## src/rtl/awrc_defs.vh

```
// constants for the address watch and run control block
// Behaviour
// - stop mode: finish instruction, then return
// - scope mode: pulse sync output, keep running
// - set-watch: prompt, read hex, enable, asterisk
// - clear-watch: disable watching, asterisk prompt
// - plain go: restart interrupt, run from vector
// - addressed go: load program counter, run
// - proceed: resume from saved program counter
// - proceed count: bypass breakpoints until zero
// - run ends on breakpoint, watch, halt opcode
// - abort switch regains monitor control
// - free run at full speed, no interruption
// - trace prints register dump per instruction
// - single step: one instruction, dump, return
// - counted step: n dumps then asterisk
// - set-end: prompt, read hex, arm trace-to-end
// - armed go/proceed commands start tracing
// - trace-to-end dumps until end address executed
// - exit-trace disarms, asterisk prompt
// - address zero means empty breakpoint slot
`ifndef AWRC_DEFS_VH
`define AWRC_DEFS_VH

`define AWRC_CH_CR 8'h0d
`define AWRC_CH_DOLLAR 8'h24
`define AWRC_CH_SEMI 8'h3b
`define AWRC_CH_HASH 8'h23
`define AWRC_CH_G 8'h47
`define AWRC_CH_N 8'h4e
`define AWRC_CH_P 8'h50
`define AWRC_CH_S 8'h53
`define AWRC_CH_T 8'h54

`define AWRC_MSG_PROMPT 2'h0
`define AWRC_MSG_STOP 2'h1
`define AWRC_MSG_END 2'h2
`define AWRC_MSG_DUMP 2'h3

`define AWRC_TPL_PROMPT {272'h0, "\015\012*"}
`define AWRC_LEN_PROMPT 6'h03
`define AWRC_TPL_STOP {160'h0, "\015\012STOP ADDR #### "}
`define AWRC_LEN_STOP 6'h11
`define AWRC_TPL_END {168'h0, "\015\012END ADDR #### "}
`define AWRC_LEN_END 6'h10
`define AWRC_TPL_DUMP "\015\012P-#### X-#### A-## B-## C-## S-####"
`define AWRC_LEN_DUMP 6'h25

`define AWRC_EMPTY_ADDR 16'h0000
`define AWRC_WATCH_RESET 16'h0000
`define AWRC_END_RESET 16'h0000

`endif

```

## src/rtl/awrc_top.v

```verilog
// command interpreter, address watch and run control
`timescale 1ns/1ps
`default_nettype none
`include "awrc_defs.vh"
module awrc_top
(
  input wire clk,
  input wire rst,
  input wire [7:0] rx_data,
  input wire rx_valid,
  input wire tx_ready,
  output wire [7:0] tx_data,
  output wire tx_valid,
  input wire [15:0] bus_addr,
  input wire bus_valid,
  input wire instr_done,
  input wire [15:0] instr_addr,
  input wire brk_hit,
  input wire [15:0] brk_addr,
  input wire wai_seen,
  input wire irq_unmasked,
  input wire [15:0] reg_pc,
  input wire [15:0] reg_x,
  input wire [7:0] reg_a,
  input wire [7:0] reg_b,
  input wire [7:0] reg_cc,
  input wire [15:0] reg_sp,
  input wire scope_switch_pin,
  input wire abort_switch_pin,
  output reg sync_trigger,
  output reg run_free,
  output reg step_one,
  output reg restart_irq,
  output reg pc_load,
  output reg [15:0] pc_value,
  output reg monitor_debug_mode
);
  localparam S_IDLE = 3'h0;
  localparam S_ADDR = 3'h1;
  localparam S_PRINT = 3'h2;
  localparam S_RUN = 3'h3;
  localparam S_HALT = 3'h4;
  localparam S_STEP = 3'h5;
  localparam S_STOP = 3'h6;
  localparam S_PROMPT = 3'h7;

  reg [2:0] state_reg;
  reg [2:0] after_reg;
  reg [15:0] num_reg;
  reg has_num_reg;
  reg dol_reg;
  reg semi_reg;
  reg [15:0] watch_addr_reg;
  reg watch_en_reg;
  reg [15:0] end_addr_reg;
  reg trace_end_reg;
  reg tmode_reg;
  reg tgt_end_reg;
  reg [15:0] cnt_reg;
  reg [15:0] bypass_reg;
  reg issued_reg;
  reg em_start_reg;
  reg [1:0] em_msg_reg;
  reg [71:0] em_data_reg;
  reg scope_s1_reg;
  reg scope_s2_reg;
  reg abort_s1_reg;
  reg abort_s2_reg;
  reg abort_s3_reg;
  wire em_done;
  wire abort_ev;
  wire watch_hit;
  wire is_hex;
  wire [3:0] hex_val;
  wire [71:0] dump_data;

  awrc_emit u_emit
  (
    .clk(clk),
    .rst(rst),
    .start(em_start_reg),
    .msg(em_msg_reg),
    .data(em_data_reg),
    .tx_ready(tx_ready),
    .tx_data(tx_data),
    .tx_valid(tx_valid),
    .done(em_done)
  );

  // switches are asynchronous panel pins, so each passes two flops first
  always @(posedge clk or posedge rst)
  begin
    if (rst)
    begin
      scope_s1_reg <= 1'b0;
      scope_s2_reg <= 1'b0;
      abort_s1_reg <= 1'b0;
      abort_s2_reg <= 1'b0;
      abort_s3_reg <= 1'b0;
    end
    else
    begin
      scope_s1_reg <= scope_switch_pin;
      scope_s2_reg <= scope_s1_reg;
      abort_s1_reg <= abort_switch_pin;
      abort_s2_reg <= abort_s1_reg;
      abort_s3_reg <= abort_s2_reg;
    end
  end

  assign abort_ev = abort_s2_reg & ~abort_s3_reg;
  // one comparator serves both switch positions
  assign watch_hit = watch_en_reg && bus_valid && (bus_addr == watch_addr_reg);
  assign is_hex = ((rx_data >= 8'h30) && (rx_data <= 8'h39)) || ((rx_data >= 8'h41) && (rx_data <= 8'h46));
  assign hex_val = (rx_data <= 8'h39) ? rx_data[3:0] : (rx_data[3:0] + 4'h9);
  assign dump_data = {reg_pc, reg_x, reg_a, reg_b, reg_cc, reg_sp};

  // scope pulse never touches run control
  always @(posedge clk or posedge rst)
  begin
    if (rst)
    begin
      sync_trigger <= 1'b0;
    end
    else
    begin
      sync_trigger <= watch_hit && scope_s2_reg;
    end
  end

  task print;
    input [1:0] m;
    input [71:0] d;
    input [2:0] nxt;
    begin
      em_start_reg <= 1'b1;
      em_msg_reg <= m;
      em_data_reg <= d;
      after_reg <= nxt;
      state_reg <= S_PRINT;
    end
  endtask

  task stop_dump;
    begin
      run_free <= 1'b0;
      print(`AWRC_MSG_DUMP, dump_data, S_PROMPT);
    end
  endtask

  task go_user;
    begin
      issued_reg <= 1'b0;
      if (trace_end_reg)
      begin
        tmode_reg <= 1'b1;
        state_reg <= S_STEP;
      end
      else
      begin
        run_free <= 1'b1;
        state_reg <= S_RUN;
      end
    end
  endtask

  always @(posedge clk or posedge rst)
  begin
    if (rst)
    begin
      state_reg <= S_PROMPT;
      after_reg <= S_IDLE;
      num_reg <= 16'h0000;
      has_num_reg <= 1'b0;
      dol_reg <= 1'b0;
      semi_reg <= 1'b0;
      watch_addr_reg <= `AWRC_WATCH_RESET;
      watch_en_reg <= 1'b0;
      end_addr_reg <= `AWRC_END_RESET;
      trace_end_reg <= 1'b0;
      tmode_reg <= 1'b0;
      tgt_end_reg <= 1'b0;
      cnt_reg <= 16'h0000;
      bypass_reg <= 16'h0000;
      issued_reg <= 1'b0;
      em_start_reg <= 1'b0;
      em_msg_reg <= 2'h0;
      em_data_reg <= 72'h0;
      run_free <= 1'b0;
      step_one <= 1'b0;
      restart_irq <= 1'b0;
      pc_load <= 1'b0;
      pc_value <= 16'h0000;
      monitor_debug_mode <= 1'b1;
    end
    else
    begin
      em_start_reg <= 1'b0;
      step_one <= 1'b0;
      restart_irq <= 1'b0;
      pc_load <= 1'b0;
      monitor_debug_mode <= !run_free && (state_reg != S_STEP) && (state_reg != S_HALT);
      case (state_reg)
        S_IDLE:
        begin
          if (rx_valid)
          begin
            if (is_hex)
            begin
              num_reg <= {num_reg[11:0], hex_val};
              has_num_reg <= 1'b1;
            end
            else
            begin
              dol_reg <= 1'b0;
              semi_reg <= 1'b0;
              has_num_reg <= 1'b0;
              num_reg <= 16'h0000;
              case (rx_data)
                `AWRC_CH_DOLLAR:
                  dol_reg <= 1'b1;
                `AWRC_CH_SEMI:
                begin
                  semi_reg <= 1'b1;
                  has_num_reg <= has_num_reg;
                  num_reg <= num_reg;
                end
                `AWRC_CH_S:
                begin
                  if (dol_reg)
                  begin
                    tgt_end_reg <= 1'b0;
                    num_reg <= watch_addr_reg;
                    print(`AWRC_MSG_STOP, {watch_addr_reg, 56'h0}, S_ADDR);
                  end
                  else
                  begin
                    watch_en_reg <= 1'b0;
                    state_reg <= S_PROMPT;
                  end
                end
                `AWRC_CH_T:
                begin
                  if (dol_reg)
                  begin
                    tgt_end_reg <= 1'b1;
                    num_reg <= end_addr_reg;
                    print(`AWRC_MSG_END, {end_addr_reg, 56'h0}, S_ADDR);
                  end
                  else
                  begin
                    trace_end_reg <= 1'b0;
                    state_reg <= S_PROMPT;
                  end
                end
                `AWRC_CH_G:
                begin
                  if (has_num_reg && semi_reg)
                  begin
                    pc_load <= 1'b1;
                    pc_value <= num_reg;
                  end
                  else
                  begin
                    restart_irq <= 1'b1;
                  end
                  go_user;
                end
                `AWRC_CH_P:
                begin
                  // saved program counter is left alone, so the cpu resumes where it stood
                  if (has_num_reg && semi_reg && !trace_end_reg)
                  begin
                    bypass_reg <= num_reg;
                  end
                  else
                  begin
                    bypass_reg <= 16'h0000;
                  end
                  go_user;
                end
                `AWRC_CH_N:
                begin
                  tmode_reg <= 1'b0;
                  issued_reg <= 1'b0;
                  // a count of zero still steps once rather than hanging
                  if (has_num_reg && semi_reg && (num_reg != 16'h0000))
                  begin
                    cnt_reg <= num_reg;
                  end
                  else
                  begin
                    cnt_reg <= 16'h0001;
                  end
                  state_reg <= S_STEP;
                end
                default:
                  state_reg <= S_PROMPT;
              endcase
            end
          end
        end
        S_ADDR:
        begin
          if (rx_valid)
          begin
            if (is_hex)
            begin
              // first digit replaces the shown address, so short entries keep no stale digits
              num_reg <= has_num_reg ? {num_reg[11:0], hex_val} : {12'h000, hex_val};
              has_num_reg <= 1'b1;
            end
            else if (rx_data == `AWRC_CH_CR)
            begin
              if (tgt_end_reg)
              begin
                end_addr_reg <= num_reg;
                trace_end_reg <= 1'b1;
              end
              else
              begin
                watch_addr_reg <= num_reg;
                watch_en_reg <= 1'b1;
              end
              state_reg <= S_PROMPT;
            end
          end
        end
        S_PRINT:
        begin
          if (em_done)
          begin
            state_reg <= after_reg;
          end
        end
        S_RUN:
        begin
          if (abort_ev)
          begin
            run_free <= 1'b0;
            state_reg <= S_PROMPT;
          end
          else if (brk_hit && (brk_addr != `AWRC_EMPTY_ADDR))
          begin
            if (bypass_reg > 16'h0001)
            begin
              bypass_reg <= bypass_reg - 16'h0001;
            end
            else
            begin
              bypass_reg <= 16'h0000;
              stop_dump;
            end
          end
          else if (watch_hit && !scope_s2_reg)
          begin
            state_reg <= S_STOP;
          end
          else if (wai_seen)
          begin
            run_free <= 1'b0;
            state_reg <= S_HALT;
          end
        end
        S_STOP:
        begin
          // the cpu keeps running until the current instruction completes
          if (abort_ev)
          begin
            run_free <= 1'b0;
            state_reg <= S_PROMPT;
          end
          else if (instr_done)
          begin
            stop_dump;
          end
        end
        S_HALT:
        begin
          if (abort_ev)
          begin
            state_reg <= S_PROMPT;
          end
          else if (irq_unmasked)
          begin
            run_free <= 1'b1;
            state_reg <= S_RUN;
          end
        end
        S_STEP:
        begin
          if (abort_ev)
          begin
            issued_reg <= 1'b0;
            state_reg <= S_PROMPT;
          end
          else if (!issued_reg)
          begin
            step_one <= 1'b1;
            issued_reg <= 1'b1;
          end
          else if (instr_done)
          begin
            issued_reg <= 1'b0;
            cnt_reg <= cnt_reg - 16'h0001;
            if (tmode_reg ? (instr_addr == end_addr_reg) : (cnt_reg <= 16'h0001))
            begin
              print(`AWRC_MSG_DUMP, dump_data, S_PROMPT);
            end
            else
            begin
              print(`AWRC_MSG_DUMP, dump_data, S_STEP);
            end
          end
        end
        S_PROMPT:
        begin
          dol_reg <= 1'b0;
          semi_reg <= 1'b0;
          has_num_reg <= 1'b0;
          num_reg <= 16'h0000;
          print(`AWRC_MSG_PROMPT, 72'h0, S_IDLE);
        end
        default:
          state_reg <= S_PROMPT;
      endcase
    end
  end
endmodule // awrc_top
`default_nettype wire

```

## src/rtl/awrc_emit.v

```verilog
// text emitter: prompts and register dumps from templates
`timescale 1ns/1ps
`default_nettype none
`include "awrc_defs.vh"
module awrc_emit
(
  input wire clk,
  input wire rst,
  input wire start,
  input wire [1:0] msg,
  input wire [71:0] data,
  input wire tx_ready,
  output reg [7:0] tx_data,
  output reg tx_valid,
  output reg done
);
  reg busy_reg;
  reg [5:0] idx_reg;
  reg [1:0] msg_reg;
  reg [71:0] data_reg;
  reg [295:0] tpl;
  reg [5:0] len;
  wire [5:0] pos;
  wire [7:0] tch;
  wire [3:0] nib;
  wire [7:0] hch;

  always @*
  begin
    case (msg_reg)
      `AWRC_MSG_PROMPT:
      begin
        tpl = `AWRC_TPL_PROMPT;
        len = `AWRC_LEN_PROMPT;
      end
      `AWRC_MSG_STOP:
      begin
        tpl = `AWRC_TPL_STOP;
        len = `AWRC_LEN_STOP;
      end
      `AWRC_MSG_END:
      begin
        tpl = `AWRC_TPL_END;
        len = `AWRC_LEN_END;
      end
      default:
      begin
        tpl = `AWRC_TPL_DUMP;
        len = `AWRC_LEN_DUMP;
      end
    endcase
  end

  // strings sit right-aligned, so the first character is the highest byte
  assign pos = len - 6'h01 - idx_reg;
  assign tch = tpl[{pos, 3'b000} +: 8];
  assign nib = data_reg[71:68];
  assign hch = (nib < 4'ha) ? (8'h30 + {4'h0, nib}) : (8'h37 + {4'h0, nib});

  always @(posedge clk or posedge rst)
  begin
    if (rst)
    begin
      busy_reg <= 1'b0;
      idx_reg <= 6'h00;
      msg_reg <= 2'h0;
      data_reg <= 72'h0;
      tx_data <= 8'h00;
      tx_valid <= 1'b0;
      done <= 1'b0;
    end
    else
    begin
      done <= 1'b0;
      if (start && !busy_reg)
      begin
        busy_reg <= 1'b1;
        idx_reg <= 6'h00;
        msg_reg <= msg;
        data_reg <= data;
      end
      else if (busy_reg && (!tx_valid || tx_ready))
      begin
        if (idx_reg == len)
        begin
          busy_reg <= 1'b0;
          tx_valid <= 1'b0;
          done <= 1'b1;
        end
        else
        begin
          tx_valid <= 1'b1;
          idx_reg <= idx_reg + 6'h01;
          if (tch == `AWRC_CH_HASH)
          begin
            tx_data <= hch;
            data_reg <= {data_reg[67:0], 4'h0};
          end
          else
          begin
            tx_data <= tch;
          end
        end
      end
      else if (tx_ready)
      begin
        tx_valid <= 1'b0;
      end
    end
  end
endmodule // awrc_emit
`default_nettype wire

```

## config.mk

```make
export PLATFORM = sky130hd
export DESIGN_NAME = awrc_top
export DESIGN_NICKNAME = d
export VERILOG_FILES = /design/src/rtl/awrc_top.v /design/src/rtl/awrc_emit.v
export VERILOG_INCLUDE_DIRS = /design/src /design/src/rtl
export SDC_FILE = /design/constraint.sdc
export NUM_CORES = 1
export LEC_CHECK = 0
export BUFFER_PORTS_ARGS = -buffer_cell sky130_fd_sc_hd__clkbuf_2
export CAP_MARGIN = 20
export CORE_ASPECT_RATIO = 1.25
export CORE_MARGIN = 3
export CORE_UTILIZATION = 45
export DETAILED_ROUTE_END_ITERATION = 8
export GPL_ROUTABILITY_DRIVEN = 0
export GPL_TIMING_DRIVEN = 0
export HOLD_SLACK_MARGIN = 0.05
export PLACE_DENSITY_LB_ADDON = 0.15
export SLEW_MARGIN = 0
export SYNTH_ARGS = -nofsm -noshare
export SYNTH_HDL_FRONTEND = slang
export SYNTH_HIERARCHICAL = 1
export SYNTH_SLANG_ARGS = --single-unit
```

## constraint.sdc

```tcl
create_clock -name clk -period 15.5 [get_ports clk]
set_clock_uncertainty 0.1 [all_clocks]
set_input_delay 4.65 -clock clk [delete_from_list [all_inputs] [get_ports clk]]
set_output_delay 4.65 -clock clk [all_outputs]
set_load 0.005 [all_outputs]
```

-- Yosys cells after proc, flatten, opt, wreduce, memory -nomap -nowiden
Index checks and enable logic that the tools add are counted.
- register bits: 287
- input bits: 139
- output and inout bits: 31
- logic and storage cells: 380
- $add $sub $neg: 8
- magnitude comparators: 7
- equal/unequal tests: 68
- shift operators: 1
- muxes and demuxes: 190
- bitwise operators: 6
- reductions and logical operators: 63
- operator list (cell ; count):
    $mux 72 ; 15
    $pmux 292 s3 ; 1
    $pmux 72 s5 ; 1
    $mux 16 ; 21
    $shiftx 296x10->8 ; 1
    $pmux 72 s2 ; 1
    $pmux 16 s3 ; 2
    $mux 3 ; 31
    $mux 1 ; 82
    $pmux 16 s2 ; 2
    $ne 2x2->1 const B ; 27
    $eq 8x7->1 const B ; 5
    $eq 16x16->1 ; 2
    $reduce_bool 16->1 ; 2
    $sub 16x1->16 const B ; 2
    $reduce_and 5->1 ; 5
    $eq 8x6->1 const B ; 3
    $mux 2 ; 12
    $ne 3x3->1 const B ; 8
    $pmux 3 s8 ; 1
    $reduce_and 11->1 ; 2
    $reduce_bool 2->1 ; 10
    $mux 6 ; 3
    $pmux 6 s3 ; 1
    53 further kinds ; 103

-- Depth between registers and ports, before layout
Gate-level depths: netlist of the first run.
- word-level depth: 10
- mapped depth: 19

-- Cells and area by module
Netlist of the first run, hierarchy kept.
- by module, submodules not included (module ; times used ; cells each ; area an instance (µm²)):
    awrc_top ; 1 ; 1126 ; 10121.0
    awrc_emit ; 1 ; 703 ; 5670.4

-- Worst setup path before layout of the first run
Ideal clock, no wire load.
- path kind: input -> register
- start point: input rx_data[3]
- end point: register pc_value[15]
- library setup time: 0.125 ns
- data arrival time: 6.550 ns
- required time: 15.275 ns
- slack: 8.726 ns
- stages on the path: 7
- path buffers: 2
- cells stage by stage: buf_4 > nor4b_4 > nor4b_4 > nor4_4 > nand4_2 > buf_2 > mux2_2
- word-level cells in the longest chain between the ends: 5
- elaborated cells between the ends (all ways): 10
- classes of those cells: order compare: 4; eq/ne: 1; bitwise: 1; reduce/logical: 4
- RTL lines (item ; line ; RTL):
    start, declared ; awrc_top.v:9 ; input wire [7:0] rx_data,
    $ge 8x6->1, or another cell as far along ; awrc_top.v:114 ; assign is_hex = ((rx_data >= 8'h30) && (rx_data <= 8'h39)) || ((rx_data >= 8'h41) && (rx_data <= 8'h46));
    $logic_and 1x1->1 ; awrc_top.v:114 ;
    $logic_or 1x1->1 ; awrc_top.v:114 ;
    $not 1->1 (no line) ; - ;
    $reduce_and 5->1 (no line) * ; - ;
    end signal, assigned ; awrc_top.v:261 ; pc_value <= num_reg;
    end, declared ; awrc_top.v:35 ; output reg [15:0] pc_value,
Mark *: on every way between the ends. The rest lies on a longest branch, timed or not.
A chain may end at the register's enable or synchronous reset.

-- Worst setup path after layout of the first run
- start point: input rx_data[4]
- end point: register watch_addr_reg[4]
- word-level cells in the longest chain between the ends: 5
- elaborated cells between the ends (all ways): 10
- classes of those cells: order compare: 4; eq/ne: 1; bitwise: 1; reduce/logical: 4
- RTL lines (item ; line ; RTL):
    $ge 8x6->1, or another cell as far along ; awrc_top.v:114 ;
    $logic_and 1x1->1 ; awrc_top.v:114 ;
    $logic_or 1x1->1 ; awrc_top.v:114 ;
    $not 1->1 (no line) ; - ;
    $reduce_and 5->1 (no line) * ; - ;
    end signal, assigned ; awrc_top.v:177 ; watch_addr_reg <= `AWRC_WATCH_RESET;
    end signal, assigned ; awrc_top.v:322 ; watch_addr_reg <= num_reg;
    end, declared ; awrc_top.v:53 ; reg [15:0] watch_addr_reg;
Marks and branches as above.

==> qor.txt, run 1 <==
Startpoint Class - input pin
number of clock buffers inserted by TritonCTS - 31
fin cells - 2523
number of fillers in the final layout - 3298
hold slack - 0.248 ns
number of register bits inferred by synthesis - 286
ranking of synthesized cells by instance count - sky130_fd_sc_hd__nand2_1 (404), sky130_fd_sc_hd__dfrtp_1 (282), sky130_fd_sc_hd__nand3_1 (151), sky130_fd_sc_hd__nor2_1 (105), sky130_fd_sc_hd__o21ai_0 (105)
switching part of the total - 0.469
multi-input gate area in the final layout - 7900 µm²
post-cts sizing count - 0
Post-Route Setup TNS - 0 ns
Worst Hold Class - flip-flop to flip-flop
slack of the critical path - 8.31 ns
Root Buffer Master - sky130_fd_sc_hd__clkbuf_16
post-place instance area - 17300 µm²
H-Tree Level Count - 1
required arrival time at the worst endpoint - 15.87 ns
fraction of power consumed by sequential logic - 0.304
outcome - completed
clock tree from TritonCTS - built
number of antenna violations at the first check in global routing - 0
Max Cap Viol - 0
HPWL after DPL - 37500 µm
crit share post-route - 0.464
clock slew at reported path FFs - 0.06 ns
share of post-route cells with drive strength above 1 - 0.156
Unique masters post-synth - 91
1st-pass router iterations - 8
final worst path period need - 7.19 ns
area leader, netlist - sky130_fd_sc_hd__dfrtp_1
portion of total power attributed to combinational logic - 0.505
critical path's largest stage delay - 0.99 ns
aggregate routed wire length - 50900 µm
Top Ports - 170
antenna-violating nets left - 0
all-layer global routing usage - 0.268
CTS Hold Bufs - 0
data arrival time of the worst path - 7.56 ns
area of the mapped netlist - 15800 µm²
clk_lat worst skew - 0.59 ns
total die area - 37400 µm²
unrepaired setup endpoints after global routing - no
worst setup slack after placement - 7.83 ns
Die Height - 215 µm
Async S/R FF share, synth - 1.00
Sequential cell area - 7160 µm²
wire length of the first global-routing pass - 81100 µm
portion of synthesized cell area occupied by the leading cell type - 0.447
dominant cells by area after synthesis - sky130_fd_sc_hd__dfrtp_1 (45%), sky130_fd_sc_hd__nand2_1 (9.6%), sky130_fd_sc_hd__nand3_1 (4.8%), sky130_fd_sc_hd__o211ai_1 (3.7%), sky130_fd_sc_hd__o21ai_0 (3.3%)
number of instances in the synthesized netlist - 1829
clk sink count - 286
count of buffers inserted at the top-level ports - 167
Routed WL per cell - 20.2 µm
cell count after placement - 2466
count leader, synth - sky130_fd_sc_hd__nand2_1
total of warnings raised by yosys - 6
Rows - 76
Internal Power - 2.07 mW
max-slew violation count - 0
Top Layer Used - met4
leakage dissipation - 8.30 nW
share of power burned in the clock network - 0.191
maximum number of pins on one net before global-route repair - 123
via count - 14.8k
Max clock buf depth - 3
type of the worst setup path - input pin to flip-flop
Layout Area Growth over Synthesis - 15.8%
EDFF count, synth - 0
max frequency - 0.139 GHz
Fin. Hold Viols - 0
power dissipated by switching net loads - 1.83 mW
DIE WIDTH - 174 µm
number of design rule violations left after detail routing - 0
number of nets produced by synthesis - 1990
most common flop cell mapped by yosys - sky130_fd_sc_hd__dfrtp_1
Slew @ Worst Pin - 1.20 ns
global route total overflow - 0
Critical Path Fanout Max - 10
maximum resistive drop on vdd - 99.6 µV
Final Instance Area - 18300 µm²
worst-path cell chain - clkbuf_2 > clkbuf_1 > nor2b_1 > nor4b_1 > nor2b_1 > nor2b_1 > buf_2 > buf_2 > mux2_2
Avg Cell Area, Syn - 8.63 µm²
number of inserted diodes - 0
CP endpoint kind - flip-flop
worst rel slew slack - 0.192
pwr/cell area - 213 nW/µm²
end-of-flow core utilization - 0.530
wire length the detailed router placed on met1 - 20200 µm
Final Net Count - 2192
total chip power - 3.90 mW
cell at the slowest stage of the critical path - sky130_fd_sc_hd__nor4b_1
proportion of synthesized chip area in sequential cells - 0.454
initial cell density of the core - 0.457
core area - 34500 µm²
postcts setup bufs - 0
vias per inst - 5.85
1st-iter DRT viols - 1443
cell with the most instances on the worst path - sky130_fd_sc_hd__nor2b_1
Met3 Routed Length - 2780 µm
vias in the first global route - 14.7k
routed length on met2 - 25300 µm
count of final setup violators - 0
cell type report:
class / instances / area share
Clock buffer: 50 / 0.0496
Clock inverter: 7 / 0.00582
Multi-Input combinational cell: 1369 / 0.432
Sequential cell: 286 / 0.392
Tap cell: 468 / 0.0320
Buffer: 131 / 0.0311
Inverter: 43 / 0.00938
Timing Repair Buffer: 169 / 0.0483
critical path: cells and delay by family:
family        cells  cell delay, ns
mux               1            0.36
simple gates      4            1.66
buf+inv           4            0.89
cell usage in the layout, fill, tap and decap left out, types with 20 or more instances in the layout:
cell / n
sky130_fd_sc_hd__nand3_1: 151
sky130_fd_sc_hd__o211ai_1: 78
sky130_fd_sc_hd__mux2_2: 42
sky130_fd_sc_hd__xnor2_1: 29
sky130_fd_sc_hd__buf_2: 34
sky130_fd_sc_hd__dfrtp_1: 282
sky130_fd_sc_hd__o21ai_0: 105
sky130_fd_sc_hd__nor4_1: 20
sky130_fd_sc_hd__ha_1: 21
sky130_fd_sc_hd__clkbuf_1: 99
sky130_fd_sc_hd__nand2_1: 404
sky130_fd_sc_hd__nor2_1: 105
sky130_fd_sc_hd__clkbuf_16: 31
sky130_fd_sc_hd__a21oi_1: 84
sky130_fd_sc_hd__inv_1: 39
sky130_fd_sc_hd__clkbuf_2: 167
sky130_fd_sc_hd__nor3_1: 36
kinds of logic after synthesis:
group | synth area share
flops | 0.454
mux | 0.0409
other cells | 0.000237
xor+xnor | 0.0244
buf+inv | 0.0462
compound gates | 0.173
simple gates | 0.243
fa+ha+maj | 0.0185
power groups by stage:
stage	combinational (mW)	clock, mW	sequential [mW]
4_1_cts	1.95	0.760	1.18
5_1_grt	2.18	0.789	1.21
3_5_place_dp	1.94	0	1.19
6_report	1.97	0.745	1.18
3_3_place_gp	1.91	0	1.19
2_1_floorplan	1.41	0	1.11
routing by layer:
metal / vias up / GRT usage
met5: - / 0
met4: 0 / 0.125
met3: 149 / 0.0317
met2: 568 / 0.467
met1: 7156 / 0.333
li1: 6897 / -
final timing paths:
path | start | endpoint | slack (ns) | cells after the start
max in group asynchronous | rst | abort_s1_reg | 10.21 | 3
hold / removal | abort_s1_reg | abort_s2_reg | 0.25 | 0
setup / recovery | rx_data[4] | watch_addr_reg[4] | 8.31 | 9
setup reg to reg | u_emit/msg_reg[0] | u_emit/data_reg[67] | 10.15 | 18
min in group asynchronous | rst | em_data_reg[44] | 4.07 | 2
hold reg to reg | abort_s1_reg | abort_s2_reg | 0.25 | 0
(Power assumes the default switching activity.)
==> run 2, diff against run 1 <==
--- a/config.mk
+++ b/config.mk
@@ -6,6 +6,7 @@
 export SDC_FILE = /design/constraint.sdc
 export NUM_CORES = 1
 export LEC_CHECK = 0
+export ABC_AREA = 1
 export BUFFER_PORTS_ARGS = -buffer_cell sky130_fd_sc_hd__clkbuf_2
 export CAP_MARGIN = 20
 export CORE_ASPECT_RATIO = 1.25
==> constraint.sdc (replaced) <==
create_clock -name clk -period 7 [get_ports clk]
set_clock_uncertainty 0.1 [all_clocks]
set_input_delay 2.1 -clock clk [delete_from_list [all_inputs] [get_ports clk]]
set_output_delay 2.1 -clock clk [all_outputs]
set_load 0.005 [all_outputs]
==> run 2 against run 1 <==
Wire length grew 5.9%. Worst setup slack lost 5.4 ns. Cell count grew 22%. Non-clock buffer count shrank 18. Count of clock-buffer cells in the layout grew 3. Worst hold slack gained 0.0046 ns. Combinational power grew 130%. Critical path type is now flip-flop to flip-flop. Critical endpoint is now u_emit/data_reg[68].
==> qor.txt, run 2 <==
clock tree from TritonCTS - built
Avg Cell Area, Syn - 7.23 µm²
Critical Path Fanout Max - 10
number of register bits inferred by synthesis - 286
Worst Hold Path EP - abort_s2_reg
maximum resistive drop on vdd - 259 µV
Slew @ Worst Pin - 0.877 ns
total of warnings raised by yosys - 6
Post-Route Setup TNS - 0 ns
vias in the first global route - 16.3k
ranking of synthesized cells by instance count - sky130_fd_sc_hd__nand2_1 (725), sky130_fd_sc_hd__dfrtp_1 (282), sky130_fd_sc_hd__inv_1 (264), sky130_fd_sc_hd__nand3_1 (208), sky130_fd_sc_hd__nor2_1 (207)
DIE WIDTH - 181 µm
post-cts sizing count - 0
data arrival time of the worst path - 4.37 ns
source of the worst register-to-register timing path - u_emit/msg_reg[0]
via count - 16.6k
clk sink count - 286
clock slew at reported path FFs - 0.06 ns
number of clock buffers inserted by TritonCTS - 34
critical path's largest stage delay - 0.44 ns
worst-path cell chain - inv_1 > ha_1 > inv_1 > ha_1 > inv_1 > fa_1 > inv_1 > clkbuf_1 > o21ai_0 > o21ai_0 > nand2_1 > nand3_1 > nand3_1 > nand2_1 > nand2_1 > nor2_4 > nand3_2 > buf_4 > buf_4 > nand3_1 > nand2_1
count leader, synth - sky130_fd_sc_hd__nand2_1
all-layer global routing usage - 0.262
number of inserted diodes - 0
portion of synthesized cell area occupied by the leading cell type - 0.412
type of the worst setup path - flip-flop to flip-flop
Rows - 79
Startpoint Class - flip-flop
HPWL after DPL - 41200 µm
postcts setup bufs - 0
initial cell density of the core - 0.459
number of nets produced by synthesis - 2532
CP endpoint kind - flip-flop
Max Cap Viol - 0
routed length on met2 - 26400 µm
Top Ports - 170
number of cells on the worst reg-to-reg path - 21
area leader, netlist - sky130_fd_sc_hd__dfrtp_1
launch point of the worst hold path - abort_s1_reg
worst setup slack after placement - 2.59 ns
most common cell after layout, fill and taps aside - sky130_fd_sc_hd__nand2_1
global route total overflow - 0
outcome - completed
cell at the slowest stage of the critical path - sky130_fd_sc_hd__dfrtp_1
EDFF count, synth - 0
Top Layer Used - met4
number of design rule violations left after detail routing - 0
H-Tree Level Count - 2
max-slew violation count - 0
number of instances in the synthesized netlist - 2371
Root Buffer Master - sky130_fd_sc_hd__clkbuf_16
core area - 37400 µm²
1st-pass router iterations - 8
unrepaired setup endpoints after global routing - no
vias per inst - 5.36
wire length the detailed router placed on met1 - 21600 µm
most common flop cell mapped by yosys - sky130_fd_sc_hd__dfrtp_1
clk_lat worst skew - 0.51 ns
antenna-violating nets left - 0
count of buffers inserted at the top-level ports - 168
Worst Hold Class - flip-flop to flip-flop
pwr/cell area - 448 nW/µm²
1st-iter DRT viols - 1403
Die Height - 224 µm
max frequency - 0.244 GHz
count of final setup violators - 0
Async S/R FF share, synth - 1.00
total die area - 40500 µm²
Unique masters post-synth - 53
slack of the critical path - 2.91 ns
Final Net Count - 2742
maximum number of pins on one net before global-route repair - 64
Max clock buf depth - 3
aggregate routed wire length - 54000 µm
Fin. Hold Viols - 0
dominant cells by area after synthesis - sky130_fd_sc_hd__dfrtp_1 (41%), sky130_fd_sc_hd__nand2_1 (16%), sky130_fd_sc_hd__nand3_1 (6.1%), sky130_fd_sc_hd__inv_1 (5.8%), sky130_fd_sc_hd__nor2_1 (4.5%)
proportion of synthesized chip area in sequential cells - 0.418
Routed WL per cell - 17.5 µm
wire length of the first global-routing pass - 86200 µm
leakage dissipation - 10.4 nW
Layout Area Growth over Synthesis - 15.7%
most frequent cells in the layout - sky130_fd_sc_hd__nand2_1 (725), sky130_fd_sc_hd__dfrtp_1 (282), sky130_fd_sc_hd__inv_1 (262)
final worst path period need - 4.09 ns
Met3 Routed Length - 3140 µm
share of post-route cells with drive strength above 1 - 0.160
crit share post-route - 0.584
hold path cells - 0
area of the mapped netlist - 17100 µm²
number of antenna violations at the first check in global routing - 0
worst rel slew slack - 0.414
destination of the worst register-to-register timing path - u_emit/data_reg[68]
required arrival time at the worst endpoint - 7.28 ns
CTS Hold Bufs - 0
R2R Setup Slk - 2.91 ns
run 2: changes by cell type after synthesis, moves of 37 or more:
cell / previous run / this run
sky130_fd_sc_hd__nand2_1: 404 / 725
sky130_fd_sc_hd__inv_1: 41 / 264
sky130_fd_sc_hd__nor2_1: 105 / 207
sky130_fd_sc_hd__o211ai_1: 78 / 5
sky130_fd_sc_hd__nand3_1: 151 / 208
sky130_fd_sc_hd__clkbuf_1: 86 / 31
sky130_fd_sc_hd__mux2_2: 42 / 0
sky130_fd_sc_hd__o21ai_1: 5 / 44
sky130_fd_sc_hd__nand3_2: 0 / 37
run 2: worst max path at each step:
stage | start | to | slack (ns)
2_1_floorplan | rst | abort_s1_reg | 2.27
5_1_grt | u_emit/msg_reg[0] | u_emit/data_reg[69] | 2.57
6_report | u_emit/msg_reg[0] | u_emit/data_reg[68] | 2.91
3_5_place_dp | rx_data[0] | em_data_reg[51] | 2.59
3_3_place_gp | rst | bypass_reg[11] | 0.89
4_1_cts | u_emit/msg_reg[0] | u_emit/data_reg[69] | 2.93
run 2: metal layers:
layer  up-vias  track usage
li1       8046            -
met1      7751        0.322
met2       629        0.456
met3       150       0.0364
met4         0        0.121
met5         -            0
run 2: area by class of cell:
type / instances / area, µm²
flip-flops and latches: 286 / 7160
well taps: 486 / 608
clock inverters: 6 / 109
inverters: 280 / 1060
clock buffers: 53 / 1010
multi-input cells: 1697 / 8280
repair buffers: 174 / 956
plain buffers: 108 / 638
fillers: 3704 / 17500
run 2: logic make-up (layout without fill, tap and decap cells):
group	after synthesis	count (layout)	share of synthesized area
DFF	286	286	0.418
AOI/OAI and AO/OA	348	348	0.114
xor gates and xnor gates	22	22	0.0112
other	1	1	0.000219
adders and majority gates	22	22	0.0165
buffers and inverters	388	621	0.0987
muxes	16	16	0.00935
and+or+nand+nor	1288	1288	0.332
run 2: through the flow:
step / std cells / cell area [µm²] / hold WS, ns / power (mW) / util
after floorplan: 2371 / 17100 / 0.231 / 5.80 / -
after global placement: 3025 / 18600 / 0.235 / 6.93 / 0.498
after detailed placement: 3031 / 18700 / 0.245 / 7.03 / 0.501
after CTS: 3090 / 19800 / 0.259 / 8.86 / 0.531
after global routing: 3090 / 19800 / 0.263 / 9.60 / 0.531
final: 3090 / 19800 / 0.253 / 8.89 / 0.531
run 2: worst max-delay path: cells and delay by family, from the launching register on:
| family | cells | cell delay [ns] |
|---|---|---|
| buffers and inverters | 7 | 1.21 |
| adder cells (fa/ha/maj) | 3 | 0.88 |
| AO/OA/AOI/OAI | 2 | 0.36 |
| flip-flops | 1 | 0.44 |
| AND/OR/NAND/NOR | 9 | 0.98 |
run 2: where the power goes:
group	switching, mW	internal [mW]
logic	2.98	1.47
clock network	0.696	1.10
registers	0.461	2.18
total	4.13	4.75
